File: src/logic/tmic_pkg.sv
// shared constants and types for the thermistor monitor and input control block
package tmic_pkg;

  // register sub addresses and unmapped read data
  localparam logic [7:0] INPUT_CTRL_ADDR = 8'h00;
  localparam logic [7:0] WALL_PRIO_ADDR  = 8'h01;
  localparam logic [7:0] THERM_RES_ADDR  = 8'h06;
  localparam logic [7:0] TEMP_STAT_ADDR  = 8'h07;
  localparam logic [7:0] UNMAPPED_DATA   = 8'h00;

  // field positions
  localparam int UVCL_DIS_BIT = 7;
  localparam int OTG_LOCK_BIT = 6;
  localparam int PRIO_BIT     = 7;
  localparam int LIMIT_MSB    = 4;
  localparam int MSB_BIT      = 7;

  // reset values of the limit fields
  localparam logic [4:0] USB_LIMIT_RST  = 5'h00;
  localparam logic [4:0] WALL_LIMIT_RST = 5'h1f;

  // thermistor thresholds, 102 / 98 / 19 / 23
  localparam logic [6:0] COLD_SET_LVL = 7'h66;
  localparam logic [6:0] COLD_CLR_LVL = 7'h62;
  localparam logic [6:0] HOT_SET_LVL  = 7'h13;
  localparam logic [6:0] HOT_CLR_LVL  = 7'h17;

  // temperature status and charger state codes
  localparam logic [1:0] TEMP_OK   = 2'h0;
  localparam logic [1:0] TEMP_COLD = 2'h1;
  localparam logic [1:0] TEMP_HOT  = 2'h2;
  localparam logic [2:0] CHG_COLD  = 3'h5;
  localparam logic [2:0] CHG_HOT   = 3'h6;

  // sample period timing
  localparam int CLK_HZ            = 125_000_000;
  localparam int MS_PER_S          = 1000;
  localparam int SAMPLE_PERIOD_MS  = 2400;
  localparam int SAMPLE_CYCLES_DEF = (CLK_HZ / MS_PER_S) * SAMPLE_PERIOD_MS;

  // serial port
  localparam logic [6:0] I2C_DEV_ADDR  = 7'h2a; // arbitrary value
  localparam logic [3:0] BITS_PER_BYTE = 4'h8;

  typedef enum logic [3:0] {
    ST_IDLE, ST_ADDR, ST_ACK_A, ST_SUB, ST_ACK_S,
    ST_WDATA, ST_ACK_W, ST_RDATA, ST_RACK
  } tmic_i2c_st_t;

endpackage : tmic_pkg

File: src/logic/tmic_hyst.sv
// hysteretic threshold flag on the thermistor result
`timescale 1ns/1ps
module tmic_hyst #(
  parameter logic [6:0] SET_LVL  = 7'h00,
  parameter logic [6:0] CLR_LVL  = 7'h00,
  parameter bit         HIGH_SET = 1'b1
) (
  input  wire logic       clk,
  input  wire logic       rst_b,
  input  wire logic       update,
  input  wire logic [6:0] value,
  output logic            flag
);
  import tmic_pkg::*;

  logic set_hit;
  logic clr_hit;
  logic flag_reg;

  // compare in the direction given by HIGH_SET
  assign set_hit = HIGH_SET ? (value >= SET_LVL) : (value <= SET_LVL);
  assign clr_hit = HIGH_SET ? (value <= CLR_LVL) : (value >= CLR_LVL);

  // flag only moves on a fresh result
  always_ff @(posedge clk or negedge rst_b)
  begin
    if (!rst_b)
      flag_reg <= 1'b0;
    else if (update)
    begin
      // set level reached
      if (set_hit)
        flag_reg <= 1'b1;
      // clear level reached
      else if (clr_hit)
        flag_reg <= 1'b0;
    end
  end

  assign flag = flag_reg;

endmodule : tmic_hyst

File: src/logic/tmic_top.sv
// thermistor monitor and input control registers behind a serial port
//
// Notes on behaviour
// thermistor result readable, seven bits unsigned
// cold warning sets at result 102
// cold warning clears at result 98
// hot fault sets at result 19
// hot fault clears at result 23
// charging paused while either flag active
// two-bit temperature status field readable
// charger state shows flags when enabled
// optional interrupt on window entry or exit
// optional interrupt on hot fault
// sample every 2.4 s except ship-store
// undervoltage limit disable, bit 7, 0x00
// otg autostart lockout, bit 6, 0x00
// five-bit usb and wall limit codes
// limit fields revert when power absent
// input priority select, bit 7, 0x01
// control fields written and read back
// limit fields read active mode
`timescale 1ns/1ps
module tmic_top #(
  parameter int SAMPLE_CYCLES = tmic_pkg::SAMPLE_CYCLES_DEF
) (
  input  wire logic       clk,
  input  wire logic       rst_b,
  input  wire logic       scl_in,
  input  wire logic       sda_in,
  output logic            sda_out,
  output logic            sda_oe,
  input  wire logic       usb_pwr_ok,
  input  wire logic       wall_pwr_ok,
  input  wire logic       ship_store_mode,
  input  wire logic [6:0] adc_result,
  input  wire logic       adc_done,
  output logic            conv_start,
  output logic            thermistor_bias_supply,
  output logic [6:0]      thermistor_result,
  output logic            cold_battery_warning,
  output logic            critical_hot_fault,
  output logic            charge_pause,
  output logic [1:0]      temp_status_field,
  input  wire logic [2:0] charger_state_in,
  input  wire logic       charger_enabled,
  output logic [2:0]      charger_status,
  input  wire logic       chg_irq_en,
  input  wire logic       hot_irq_en,
  output logic            chg_irq_req,
  output logic            hot_irq_req,
  output logic            undervoltage_limit_disable,
  output logic            otg_autostart_lockout,
  output logic [4:0]      usb_input_limit_code,
  output logic [4:0]      wall_input_limit_code,
  output logic            usb_priority
);
  import tmic_pkg::*;

  // pin synchronisers and edge history
  logic [3:0]   sync1_reg;
  logic [3:0]   sync2_reg;
  logic [1:0]   dly_reg;
  logic         scl_s;
  logic         sda_s;
  logic         usb_ok;
  logic         wall_ok;
  logic         scl_rise;
  logic         scl_fall;
  logic         start_cond;
  logic         stop_cond;

  // serial port state
  tmic_i2c_st_t st_reg;
  logic [3:0]   bit_cnt_reg;
  logic [7:0]   shift_reg;
  logic [7:0]   sub_reg;
  logic [7:0]   tx_reg;
  logic         rw_reg;
  logic         sda_oe_reg;
  logic         sda_o_reg;
  logic         wr_pulse_reg;
  logic [7:0]   wr_addr_reg;
  logic [7:0]   wr_data_reg;
  logic [7:0]   rd_byte;
  logic         wr_ctrl;
  logic         wr_prio;

  // control registers
  logic         uvcl_dis_reg;
  logic         otg_lock_reg;
  logic [4:0]   usb_limit_reg;
  logic [4:0]   wall_limit_reg;
  logic         prio_reg;

  // sampling and temperature state
  logic [31:0]  sample_cnt_reg;
  logic         busy_reg;
  logic         conv_start_reg;
  logic         bias_reg;
  logic         sample_done;
  logic [6:0]   therm_reg;
  logic         cold_flag;
  logic         hot_flag;
  logic         in_window;
  logic         pause_reg;
  logic [1:0]   temp_stat_reg;
  logic [2:0]   chg_stat_reg;
  logic         window_prev_reg;
  logic         hot_prev_reg;
  logic         chg_irq_reg;
  logic         hot_irq_reg;

  // two flops on the scl, sda and power-good pins, third stage only for edges
  always_ff @(posedge clk or negedge rst_b)
  begin
    if (!rst_b)
    begin
      sync1_reg <= 4'hf;
      sync2_reg <= 4'hf;
      dly_reg   <= 2'h3;
    end
    else
    begin
      sync1_reg <= {wall_pwr_ok, usb_pwr_ok, sda_in, scl_in};
      sync2_reg <= sync1_reg;
      dly_reg   <= sync2_reg[1:0];
    end
  end

  // bus conditions from synchronised levels
  assign scl_s      = sync2_reg[0];
  assign sda_s      = sync2_reg[1];
  assign usb_ok     = sync2_reg[2];
  assign wall_ok    = sync2_reg[3];
  assign scl_rise   = scl_s & ~dly_reg[0];
  assign scl_fall   = ~scl_s & dly_reg[0];
  assign start_cond = scl_s & dly_reg[0] & dly_reg[1] & ~sda_s;
  assign stop_cond  = scl_s & dly_reg[0] & ~dly_reg[1] & sda_s;

  // serial port state machine, bits move on scl edges
  always_ff @(posedge clk or negedge rst_b)
  begin
    if (!rst_b)
    begin
      st_reg       <= ST_IDLE;
      bit_cnt_reg  <= 4'h0;
      shift_reg    <= 8'h00;
      sub_reg      <= 8'h00;
      tx_reg       <= 8'h00;
      rw_reg       <= 1'b0;
      sda_oe_reg   <= 1'b0;
      wr_pulse_reg <= 1'b0;
      wr_addr_reg  <= 8'h00;
      wr_data_reg  <= 8'h00;
    end
    else
    begin
      wr_pulse_reg <= 1'b0;
      if (start_cond)
      begin
        st_reg      <= ST_ADDR;
        bit_cnt_reg <= 4'h0;
        sda_oe_reg  <= 1'b0;
      end
      else if (stop_cond)
      begin
        st_reg     <= ST_IDLE;
        sda_oe_reg <= 1'b0;
      end
      else if (scl_rise)
      begin
        case (st_reg)
          ST_ADDR, ST_SUB, ST_WDATA, ST_RDATA:
          begin
            shift_reg   <= {shift_reg[6:0], sda_s};
            bit_cnt_reg <= bit_cnt_reg + 4'h1;
          end
          ST_RACK:
          begin
            // master nack ends the read
            if (sda_s)
              st_reg <= ST_IDLE;
          end
          default:
          begin
          end
        endcase
      end
      else if (scl_fall)
      begin
        case (st_reg)
          ST_ADDR:
          begin
            if (bit_cnt_reg == BITS_PER_BYTE)
            begin
              bit_cnt_reg <= 4'h0;
              if (shift_reg[7:1] == I2C_DEV_ADDR)
              begin
                rw_reg     <= shift_reg[0];
                sda_oe_reg <= 1'b1;
                st_reg     <= ST_ACK_A;
              end
              else
                st_reg <= ST_IDLE;
            end
          end
          ST_ACK_A:
          begin
            bit_cnt_reg <= 4'h0;
            if (rw_reg)
            begin
              // first read bit driven
              tx_reg     <= rd_byte;
              sda_oe_reg <= ~rd_byte[MSB_BIT];
              st_reg     <= ST_RDATA;
            end
            else
            begin
              sda_oe_reg <= 1'b0;
              st_reg     <= ST_SUB;
            end
          end
          ST_SUB:
          begin
            if (bit_cnt_reg == BITS_PER_BYTE)
            begin
              sub_reg     <= shift_reg;
              bit_cnt_reg <= 4'h0;
              sda_oe_reg  <= 1'b1;
              st_reg      <= ST_ACK_S;
            end
          end
          ST_ACK_S, ST_ACK_W:
          begin
            sda_oe_reg <= 1'b0;
            st_reg     <= ST_WDATA;
          end
          ST_WDATA:
          begin
            if (bit_cnt_reg == BITS_PER_BYTE)
            begin
              // byte handed to the registers
              wr_pulse_reg <= 1'b1;
              wr_addr_reg  <= sub_reg;
              wr_data_reg  <= shift_reg;
              sub_reg      <= sub_reg + 8'h01;
              bit_cnt_reg  <= 4'h0;
              sda_oe_reg   <= 1'b1;
              st_reg       <= ST_ACK_W;
            end
          end
          ST_RDATA:
          begin
            if (bit_cnt_reg == BITS_PER_BYTE)
            begin
              sda_oe_reg  <= 1'b0;
              sub_reg     <= sub_reg + 8'h01;
              bit_cnt_reg <= 4'h0;
              st_reg      <= ST_RACK;
            end
            else
            begin
              sda_oe_reg <= ~tx_reg[MSB_BIT - 1];
              tx_reg     <= {tx_reg[6:0], 1'b0};
            end
          end
          ST_RACK:
          begin
            // master acked, next byte
            tx_reg     <= rd_byte;
            sda_oe_reg <= ~rd_byte[MSB_BIT];
            st_reg     <= ST_RDATA;
          end
          default:
          begin
            sda_oe_reg <= 1'b0;
          end
        endcase
      end
    end
  end

  // data line never driven high
  always_ff @(posedge clk or negedge rst_b)
  begin
    if (!rst_b)
      sda_o_reg <= 1'b0;
    else
      sda_o_reg <= 1'b0;
  end

  // read data for the current sub address
  always_comb
  begin
    case (sub_reg)
      // stored or active values
      INPUT_CTRL_ADDR: rd_byte = {uvcl_dis_reg, otg_lock_reg, 1'b0, usb_limit_reg};
      WALL_PRIO_ADDR:  rd_byte = {prio_reg, 2'b00, wall_limit_reg};
      // result in the low seven bits
      THERM_RES_ADDR:  rd_byte = {1'b0, therm_reg};
      // status readback
      TEMP_STAT_ADDR:  rd_byte = {chg_stat_reg, 3'b000, temp_stat_reg};
      default:         rd_byte = UNMAPPED_DATA;
    endcase
  end

  assign wr_ctrl = wr_pulse_reg & (wr_addr_reg == INPUT_CTRL_ADDR);
  assign wr_prio = wr_pulse_reg & (wr_addr_reg == WALL_PRIO_ADDR);

  // plain control bits
  always_ff @(posedge clk or negedge rst_b)
  begin
    if (!rst_b)
    begin
      uvcl_dis_reg <= 1'b0;
      otg_lock_reg <= 1'b0;
      prio_reg     <= 1'b0;
    end
    else
    begin
      if (wr_ctrl)
      begin
        // undervoltage limit disable
        uvcl_dis_reg <= wr_data_reg[UVCL_DIS_BIT];
        // otg start-up lockout
        otg_lock_reg <= wr_data_reg[OTG_LOCK_BIT];
      end
      // input priority select
      if (wr_prio)
        prio_reg <= wr_data_reg[PRIO_BIT];
    end
  end

  // input limit codes, forced to default without power
  always_ff @(posedge clk or negedge rst_b)
  begin
    if (!rst_b)
    begin
      usb_limit_reg  <= USB_LIMIT_RST;
      wall_limit_reg <= WALL_LIMIT_RST;
    end
    else
    begin
      // usb field revert
      if (!usb_ok)
        usb_limit_reg <= USB_LIMIT_RST;
      // usb code write
      else if (wr_ctrl)
        usb_limit_reg <= wr_data_reg[LIMIT_MSB:0];
      // wall field revert
      if (!wall_ok)
        wall_limit_reg <= WALL_LIMIT_RST;
      // wall code write
      else if (wr_prio)
        wall_limit_reg <= wr_data_reg[LIMIT_MSB:0];
    end
  end

  // periodic conversion request and bias window
  always_ff @(posedge clk or negedge rst_b)
  begin
    if (!rst_b)
    begin
      sample_cnt_reg <= 32'h0000_0000;
      busy_reg       <= 1'b0;
      conv_start_reg <= 1'b0;
      bias_reg       <= 1'b0;
    end
    else
    begin
      conv_start_reg <= 1'b0;
      // no sampling in ship-store
      if (ship_store_mode)
      begin
        sample_cnt_reg <= 32'h0000_0000;
        busy_reg       <= 1'b0;
        bias_reg       <= 1'b0;
      end
      else
      begin
        // period counter
        if (sample_cnt_reg == 32'(SAMPLE_CYCLES - 1))
          sample_cnt_reg <= 32'h0000_0000;
        else
          sample_cnt_reg <= sample_cnt_reg + 32'h0000_0001;
        if (busy_reg && adc_done)
        begin
          busy_reg <= 1'b0;
          bias_reg <= 1'b0;
        end
        else if (!busy_reg && sample_cnt_reg == 32'(SAMPLE_CYCLES - 1))
        begin
          busy_reg       <= 1'b1;
          bias_reg       <= 1'b1;
          conv_start_reg <= 1'b1;
        end
      end
    end
  end

  assign sample_done = busy_reg & adc_done & ~ship_store_mode;

  // result updated at end of sample
  always_ff @(posedge clk or negedge rst_b)
  begin
    if (!rst_b)
      therm_reg <= 7'h00;
    else if (sample_done)
      therm_reg <= adc_result;
  end

  // cold warning with hysteresis
  tmic_hyst #(
    .SET_LVL  (COLD_SET_LVL),
    .CLR_LVL  (COLD_CLR_LVL),
    .HIGH_SET (1'b1)
  ) u_cold (
    .clk    (clk),
    .rst_b  (rst_b),
    .update (sample_done),
    .value  (adc_result),
    .flag   (cold_flag)
  );

  // hot fault with hysteresis
  tmic_hyst #(
    .SET_LVL  (HOT_SET_LVL),
    .CLR_LVL  (HOT_CLR_LVL),
    .HIGH_SET (1'b0)
  ) u_hot (
    .clk    (clk),
    .rst_b  (rst_b),
    .update (sample_done),
    .value  (adc_result),
    .flag   (hot_flag)
  );

  assign in_window = ~cold_flag & ~hot_flag;

  // pause, status field and charger state
  always_ff @(posedge clk or negedge rst_b)
  begin
    if (!rst_b)
    begin
      pause_reg     <= 1'b0;
      temp_stat_reg <= TEMP_OK;
      chg_stat_reg  <= 3'h0;
    end
    else
    begin
      // pause outside window
      pause_reg <= ~in_window;
      // encode flags
      if (hot_flag)
        temp_stat_reg <= TEMP_HOT;
      else if (cold_flag)
        temp_stat_reg <= TEMP_COLD;
      else
        temp_stat_reg <= TEMP_OK;
      // override only when enabled
      if (charger_enabled && hot_flag)
        chg_stat_reg <= CHG_HOT;
      else if (charger_enabled && cold_flag)
        chg_stat_reg <= CHG_COLD;
      else
        chg_stat_reg <= charger_state_in;
    end
  end

  // interrupt request pulses
  always_ff @(posedge clk or negedge rst_b)
  begin
    if (!rst_b)
    begin
      window_prev_reg <= 1'b1;
      hot_prev_reg    <= 1'b0;
      chg_irq_reg     <= 1'b0;
      hot_irq_reg     <= 1'b0;
    end
    else
    begin
      window_prev_reg <= in_window;
      hot_prev_reg    <= hot_flag;
      // window entry or exit
      chg_irq_reg <= chg_irq_en & (in_window != window_prev_reg);
      // hot fault onset
      hot_irq_reg <= hot_irq_en & hot_flag & ~hot_prev_reg;
    end
  end

  // outputs straight from flops
  assign sda_out                    = sda_o_reg;
  assign sda_oe                     = sda_oe_reg;
  assign conv_start                 = conv_start_reg;
  assign thermistor_bias_supply     = bias_reg;
  assign thermistor_result          = therm_reg;
  assign cold_battery_warning       = cold_flag;
  assign critical_hot_fault         = hot_flag;
  assign charge_pause               = pause_reg;
  assign temp_status_field          = temp_stat_reg;
  assign charger_status             = chg_stat_reg;
  assign chg_irq_req                = chg_irq_reg;
  assign hot_irq_req                = hot_irq_reg;
  assign undervoltage_limit_disable = uvcl_dis_reg;
  assign otg_autostart_lockout      = otg_lock_reg;
  assign usb_input_limit_code       = usb_limit_reg;
  assign wall_input_limit_code      = wall_limit_reg;
  assign usb_priority               = prio_reg;

endmodule : tmic_top

File: config.mk
export PLATFORM = sky130hd
export DESIGN_NAME = tmic_top
export DESIGN_NICKNAME = d
export VERILOG_FILES = /design/src/logic/tmic_pkg.sv /design/src/logic/tmic_hyst.sv /design/src/logic/tmic_top.sv
export SDC_FILE = /design/constraint.sdc
export NUM_CORES = 1
export LEC_CHECK = 0
export BUFFER_PORTS_ARGS = -buffer_cell sky130_fd_sc_hd__buf_2
export CORE_ASPECT_RATIO = 1.5
export CORE_MARGIN = 5
export CORE_UTILIZATION = 45
export CTS_CLUSTER_DIAMETER = 30
export DETAILED_ROUTE_END_ITERATION = 8
export PLACE_DENSITY_LB_ADDON = 0.3
export REMOVE_ABC_BUFFERS = 1
export SYNTH_ARGS = -nofsm -noshare
export SYNTH_HDL_FRONTEND = slang
export SYNTH_SLANG_ARGS = --single-unit
File: constraint.sdc
create_clock -name clk -period 2.3 [get_ports clk]
set_input_delay 0.69 -clock clk [delete_from_list [all_inputs] [get_ports clk]]
set_output_delay 0.69 -clock clk [all_outputs]
set_load 0.05 [all_outputs]
Word level (Yosys, flattened, before mapping)
Cells that the tools add are included. Widths: inputs -> output; s select.

Multiplexer cells: 63. $add $sub $neg: 3. Bitwise logic cells: 29. Equal/unequal tests: 36. Magnitude comparators: 4. Reductions and logical operators: 30.

Operators by type and width (count): $mux 32 (2); $mux 4 (16); $add 32x1->32 const B (1); $eq 32x29->1 const B (1); $pmux 8 s4 (1); $pmux 4 s7 (1); $mux 1 (26); $pmux 7 s3 (1); $reduce_and 7->1 (3); $mux 5 (4); $ne 5x5->1 const B (4); $eq 4x3->1 const B (4); $eq 8x1->1 const B (2); $eq 8x3->1 const B (2); $logic_not 8->1 (2); $mux 8 (2); $pmux 8 s2 (1); $and 1x1->1 (15); $mux 7 (2); $not 1->1 (14); $ne 4x1->1 const B (3); $reduce_bool 3->1 (4); $reduce_and 5->1 (2); $mux 3 (3); other kinds (31) (49).

Bits of input ports: 21. Register bits after elaboration: 126. Output and inout port bits: 34. Logic and storage cells: 196.

Depth between registers and ports, before layout
Word-level depth: 9. Gate-level depth with buffers: 10. Gate-level depth less buffers: 7.

By module
Synthesis repeated with hierarchy kept, for this count alone.

Cells, all modules: 591. Area, all modules: 6085.8 sq um.

Modules (own cells, without submodules): tmic_top (area an instance 5953.2 sq um, cells an instance 577, sequential area each 3072.9 sq um, instances 1); tmic_hyst (u_cold) (area an instance 67.6 sq um, cells an instance 7, sequential area each 25.0 sq um, instances 1); tmic_hyst (u_hot) (area an instance 65.1 sq um, cells an instance 7, sequential area each 25.0 sq um, instances 1).

Least setup slack after synthesis
OpenSTA, ideal clock, no wires.

Kind: reg2reg. Start: register dly_reg[0]. End: register wr_addr_reg[0]. Cell stages (with the launch flop): 10. Buffers on the path: 2. Library setup time: 125 ps. Data required time: 2175 ps. Clock period less this slack: 2260 ps. Slack: 40 ps. Arrival time: 2135 ps. Path through: dfstp_2 inv_1 ha_1 buf_2 nand2b_1 a21oi_1 nand2_1 nor3_4 buf_4 mux2_2.

Longest elaborated chain between the ends: 5. Elaborated cells on any way between the ends: 12. Classes of those cells: bitwise: 11; reduce/logical: 1.

Ends and longest elaborated chain: from (decl) (RTL line tmic_top.sv:62) `logic [1:0] dly_reg;`; from (signal assigned) (RTL line tmic_top.sv:126) `dly_reg <= sync2_reg[1:0];`; $and 1x1->1 (RTL line tmic_top.sv:137, tmic_top.sv:138); $and 1x1->1, on equally long branches (2 in a row) (RTL line tmic_top.sv:138, tmic_top.sv:137); $not 1->1 (no line); $reduce_and 6->1 (no line) *; to (signal assigned) (RTL line tmic_top.sv:244) `wr_addr_reg <= sub_reg;`; to (decl) (RTL line tmic_top.sv:82) `logic [7:0] wr_addr_reg;`.

Every way passes the cells marked *; elsewhere a longest branch is shown, timed or not. A chain may end at the register's enable or synchronous reset.

Worst setup path after layout
Start: register dly_reg[0]. End: register bit_cnt_reg[1].

Longest elaborated chain between the ends: 5. Elaborated cells on any way between the ends: 17. Classes of those cells: eq/ne: 4; mux: 3; bitwise: 8; reduce/logical: 2.

Ends and longest elaborated chain: $and 1x1->1 / $not 1->1 (equally long branches) (RTL line tmic_top.sv:137, tmic_top.sv:138, tmic_top.sv:135); $and 1x1->1, on equally long branches (RTL line tmic_top.sv:137, tmic_top.sv:135, tmic_top.sv:138); $and 1x1->1 (tied with other cells) (RTL line tmic_top.sv:137) `assign start_cond = scl_s & dly_reg[0] & dly_reg[1] & ~sda_s;`; $ne 4x1->1 (no line) (tied with other cells); $reduce_and 5->1 (no line) / $mux 4 (equally long branches); to (signal assigned) (RTL line tmic_top.sv:176) `bit_cnt_reg <= bit_cnt_reg + 4'h1;`; to (decl) (RTL line tmic_top.sv:74) `logic [3:0] bit_cnt_reg;`.

Parallel ways exist; a longest one is shown, timed or not. The select of a mux whose other input is x is not followed.

==> reports/results.tsv <==
metric	value	unit
DP Area	0.006621	sq mm
LEAKAGE	3.243	nW
Mean Syn Cell Area	10.67	sq um
filler instances	1168	
max incr delay on CP	0.54	ns
layout cells sized above 1	0.2747	
DIE WIDTH	105.5	um
startpoint class of the critical path	flip-flop	
ANT cells	0	
Chip Height	153.3	um
Cell Pwr Density	720.7	mW/mm^2
Remaining Overflow, GRT	0	
Layout Utilization	0.5367	
synthesis warning total	0	
Final Hold Fails	0	
largest net degree at the start of global routing	71	
final instance area	0.007228	sq mm
Hold-fix buffers, CTS	0	
worst rel slew slack	0.6351	
max-slew violations	0	
initial detailed-routing violation count	228	
CP required	2.59	ns
GRT Total Usage	0.1794	
top cells by area, synth	dfrtp_1, mux2_2, dfstp_2, nor2_1, xnor2_1	
RSZ-0062 raised after global routing	no	
CTS H-tree depth	4	
most common cell after layout, fill and taps aside	dfrtp_1	
First-pass DRT Iterations	4	
Worst-path clk slew	0.06	ns
die area	0.01617	sq mm
most frequent cells in the layout	dfrtp_1, nor2_1, buf_2, mux2_2, nand2_1	
Int Pwr	0.004012	W
Unique masters post-synth	69	
worst-case vdd ir drop	0.0004423	V
via count	4603	
EDFF count, synth	0	
CTS Buf Count	17	
row count	52	
clock share of power	0.503	
Max Fclk	467.9	MHz
DRC	0	
Most used DFF post-synth	dfrtp_1	
dominant cell type by area after synthesis	dfrtp_1	
final WL	13790	um
Async SR Flop Fraction	1.000	
synthesis-to-finish area growth	17.39	%
starting density of the core	0.4572	
Worst Path Arrival	2.43	ns
instance count of the mapped netlist	577	
Crit Path Max Fanout	8	
# clock sinks	124	
Final min period	2.137	ns
Nets	666	
WL/cell	17.02	um
Crit Path Category	reg2reg	
Core ar.	0.01347	sq mm
Synth top area share	0.4389	
vias in the first global route	4735	
sw power	0.001197	W
Max-Cap Viols	0	
dpl hpwl	9979	um
crit share post-route	0.9292	
TritonCTS clock tree	done	
via/cell ratio	5.683	
clock latency at the later pin of the worst-skew pair	0.41	ns
Setup violations, final	0	
first-pass GRT wire length	23580	um
RePlAce Congestion	0.8904	
root buf cell	clkbuf_16	
initial antenna violation count	0	
Clock Tree Buf Depth	2	
Final ANT Viol Nets	0	
max reg flops	32	
post-synthesis sequential area ratio	0.5072	
worst path cell trace	inv_1 > ha_1 > buf_4 > nor3_1 > nor3b_2 > o22ai_2 > mux2_2	
Mapped Area	0.006157	sq mm
Worst-Margin Slew	0.5465	ns
IO Pins	55	
input/output buffers	53	
setup TNS	0	ns
Worst Skew	0.007027	ns
FF+latch count, synth	124	
Worst Hold Class	in2async	
Logic pwr share	0.057	
Net Sw Frac	0.2299	
slowest stage cell, crit path	dfstp_2	
sequential power share	0.440	
Critical Path Sink Type	flip-flop	
run status	complete, no violations	
worst max-delay path: cells and delay by family, from the launching register on:
family / cells / cell delay, ns
flops: 1 / 0.54
simple gates: 2 / 0.46
mux: 1 / 0.36
compound gates: 1 / 0.26
buf+inv: 2 / 0.21
fa+ha+maj: 1 / 0.19
metal layers:
layer	GRT usage	share of wire	up-vias
met2	0.3257	0.55	108
met3	0.03840	0.031	24
met4	0.06358	0.019	0
li1	-	-	2182
met5	0	0	-
met1	0.2062	0.40	2289
power by group through the flow:
stage | Combinational (W) | Sequential [W] | Clock [W]
CTS | 0.000296 | 0.00229 | 0.00267
finish | 0.000295 | 0.00229 | 0.00262
detailed placement | 0.000294 | 0.00233 | 0
floorplan | 0.000105 | 0.00237 | 0
global placement | 0.000288 | 0.00233 | 0
global route | 0.000326 | 0.00230 | 0.00277
Yosys cell counts (14+ instances only):
cell type	instances
dfstp_2	16
xnor2_1	25
mux2_2	44
nand2_1	42
nand3_1	23
nor3_1	15
inv_1	17
clkbuf_1	14
a21oi_1	22
dfrtp_1	108
nor2_1	59
cell families after synthesis:
| group | after synthesis | synth area share |
|---|---|---|
| AND/OR/NAND/NOR | 216 | 0.1851 |
| flip-flops | 124 | 0.5072 |
| AO/OA/AOI/OAI | 89 | 0.09958 |
| multiplexers | 57 | 0.1022 |
| buffers and inverters | 49 | 0.04085 |
| XOR/XNOR | 31 | 0.04410 |
| adder cells (fa/ha/maj) | 10 | 0.02032 |
| other | 1 | 0.0006090 |
metrics by stage:
stage                     hold slack (ns)  cells  total power, W  worst slack, ns
after floorplan                    0.3452    546        0.002480          0.04669
after global placement             0.3458    778        0.002615           0.2254
after detailed placement           0.3470    778        0.002623           0.1460
after CTS                          0.1481    810        0.005256           0.1360
after global routing               0.1585    810        0.005394          0.01373
final                              0.1504    810        0.005209           0.1629
worst paths after layout:
check,from,to,slack [ns],cells after the start
min in group clk,sync1_reg[1],sync2_reg[1],0.35,0
min,rst_b,shift_reg[0],0.15,1
max reg2reg,dly_reg[0],bit_cnt_reg[1],0.16,7
min reg2reg,sync1_reg[1],sync2_reg[1],0.35,0
max in group asynchronous,rst_b,sync2_reg[3],1.47,2
max,dly_reg[0],bit_cnt_reg[1],0.16,7
what timing repair did:
action,4_1_cts,5_1_grt
resized for setup,0,4
endpoints found under the setup margin,0,2
setup buffers,0,0
layout make-up:
class,instances,area (sq um),area share
Multi-Input combinational cell,404,2800,0.3874
Timing Repair Buffer,70,445.4,0.06162
Clock buffer,22,474.2,0.06561
Sequential cell,124,3123,0.4321
Inverter,18,67.56,0.009347
Clock inverter,10,115.1,0.01593
Tap cell,162,202.7,0.02804
Note: power is estimated with default switching activity, not from simulation.
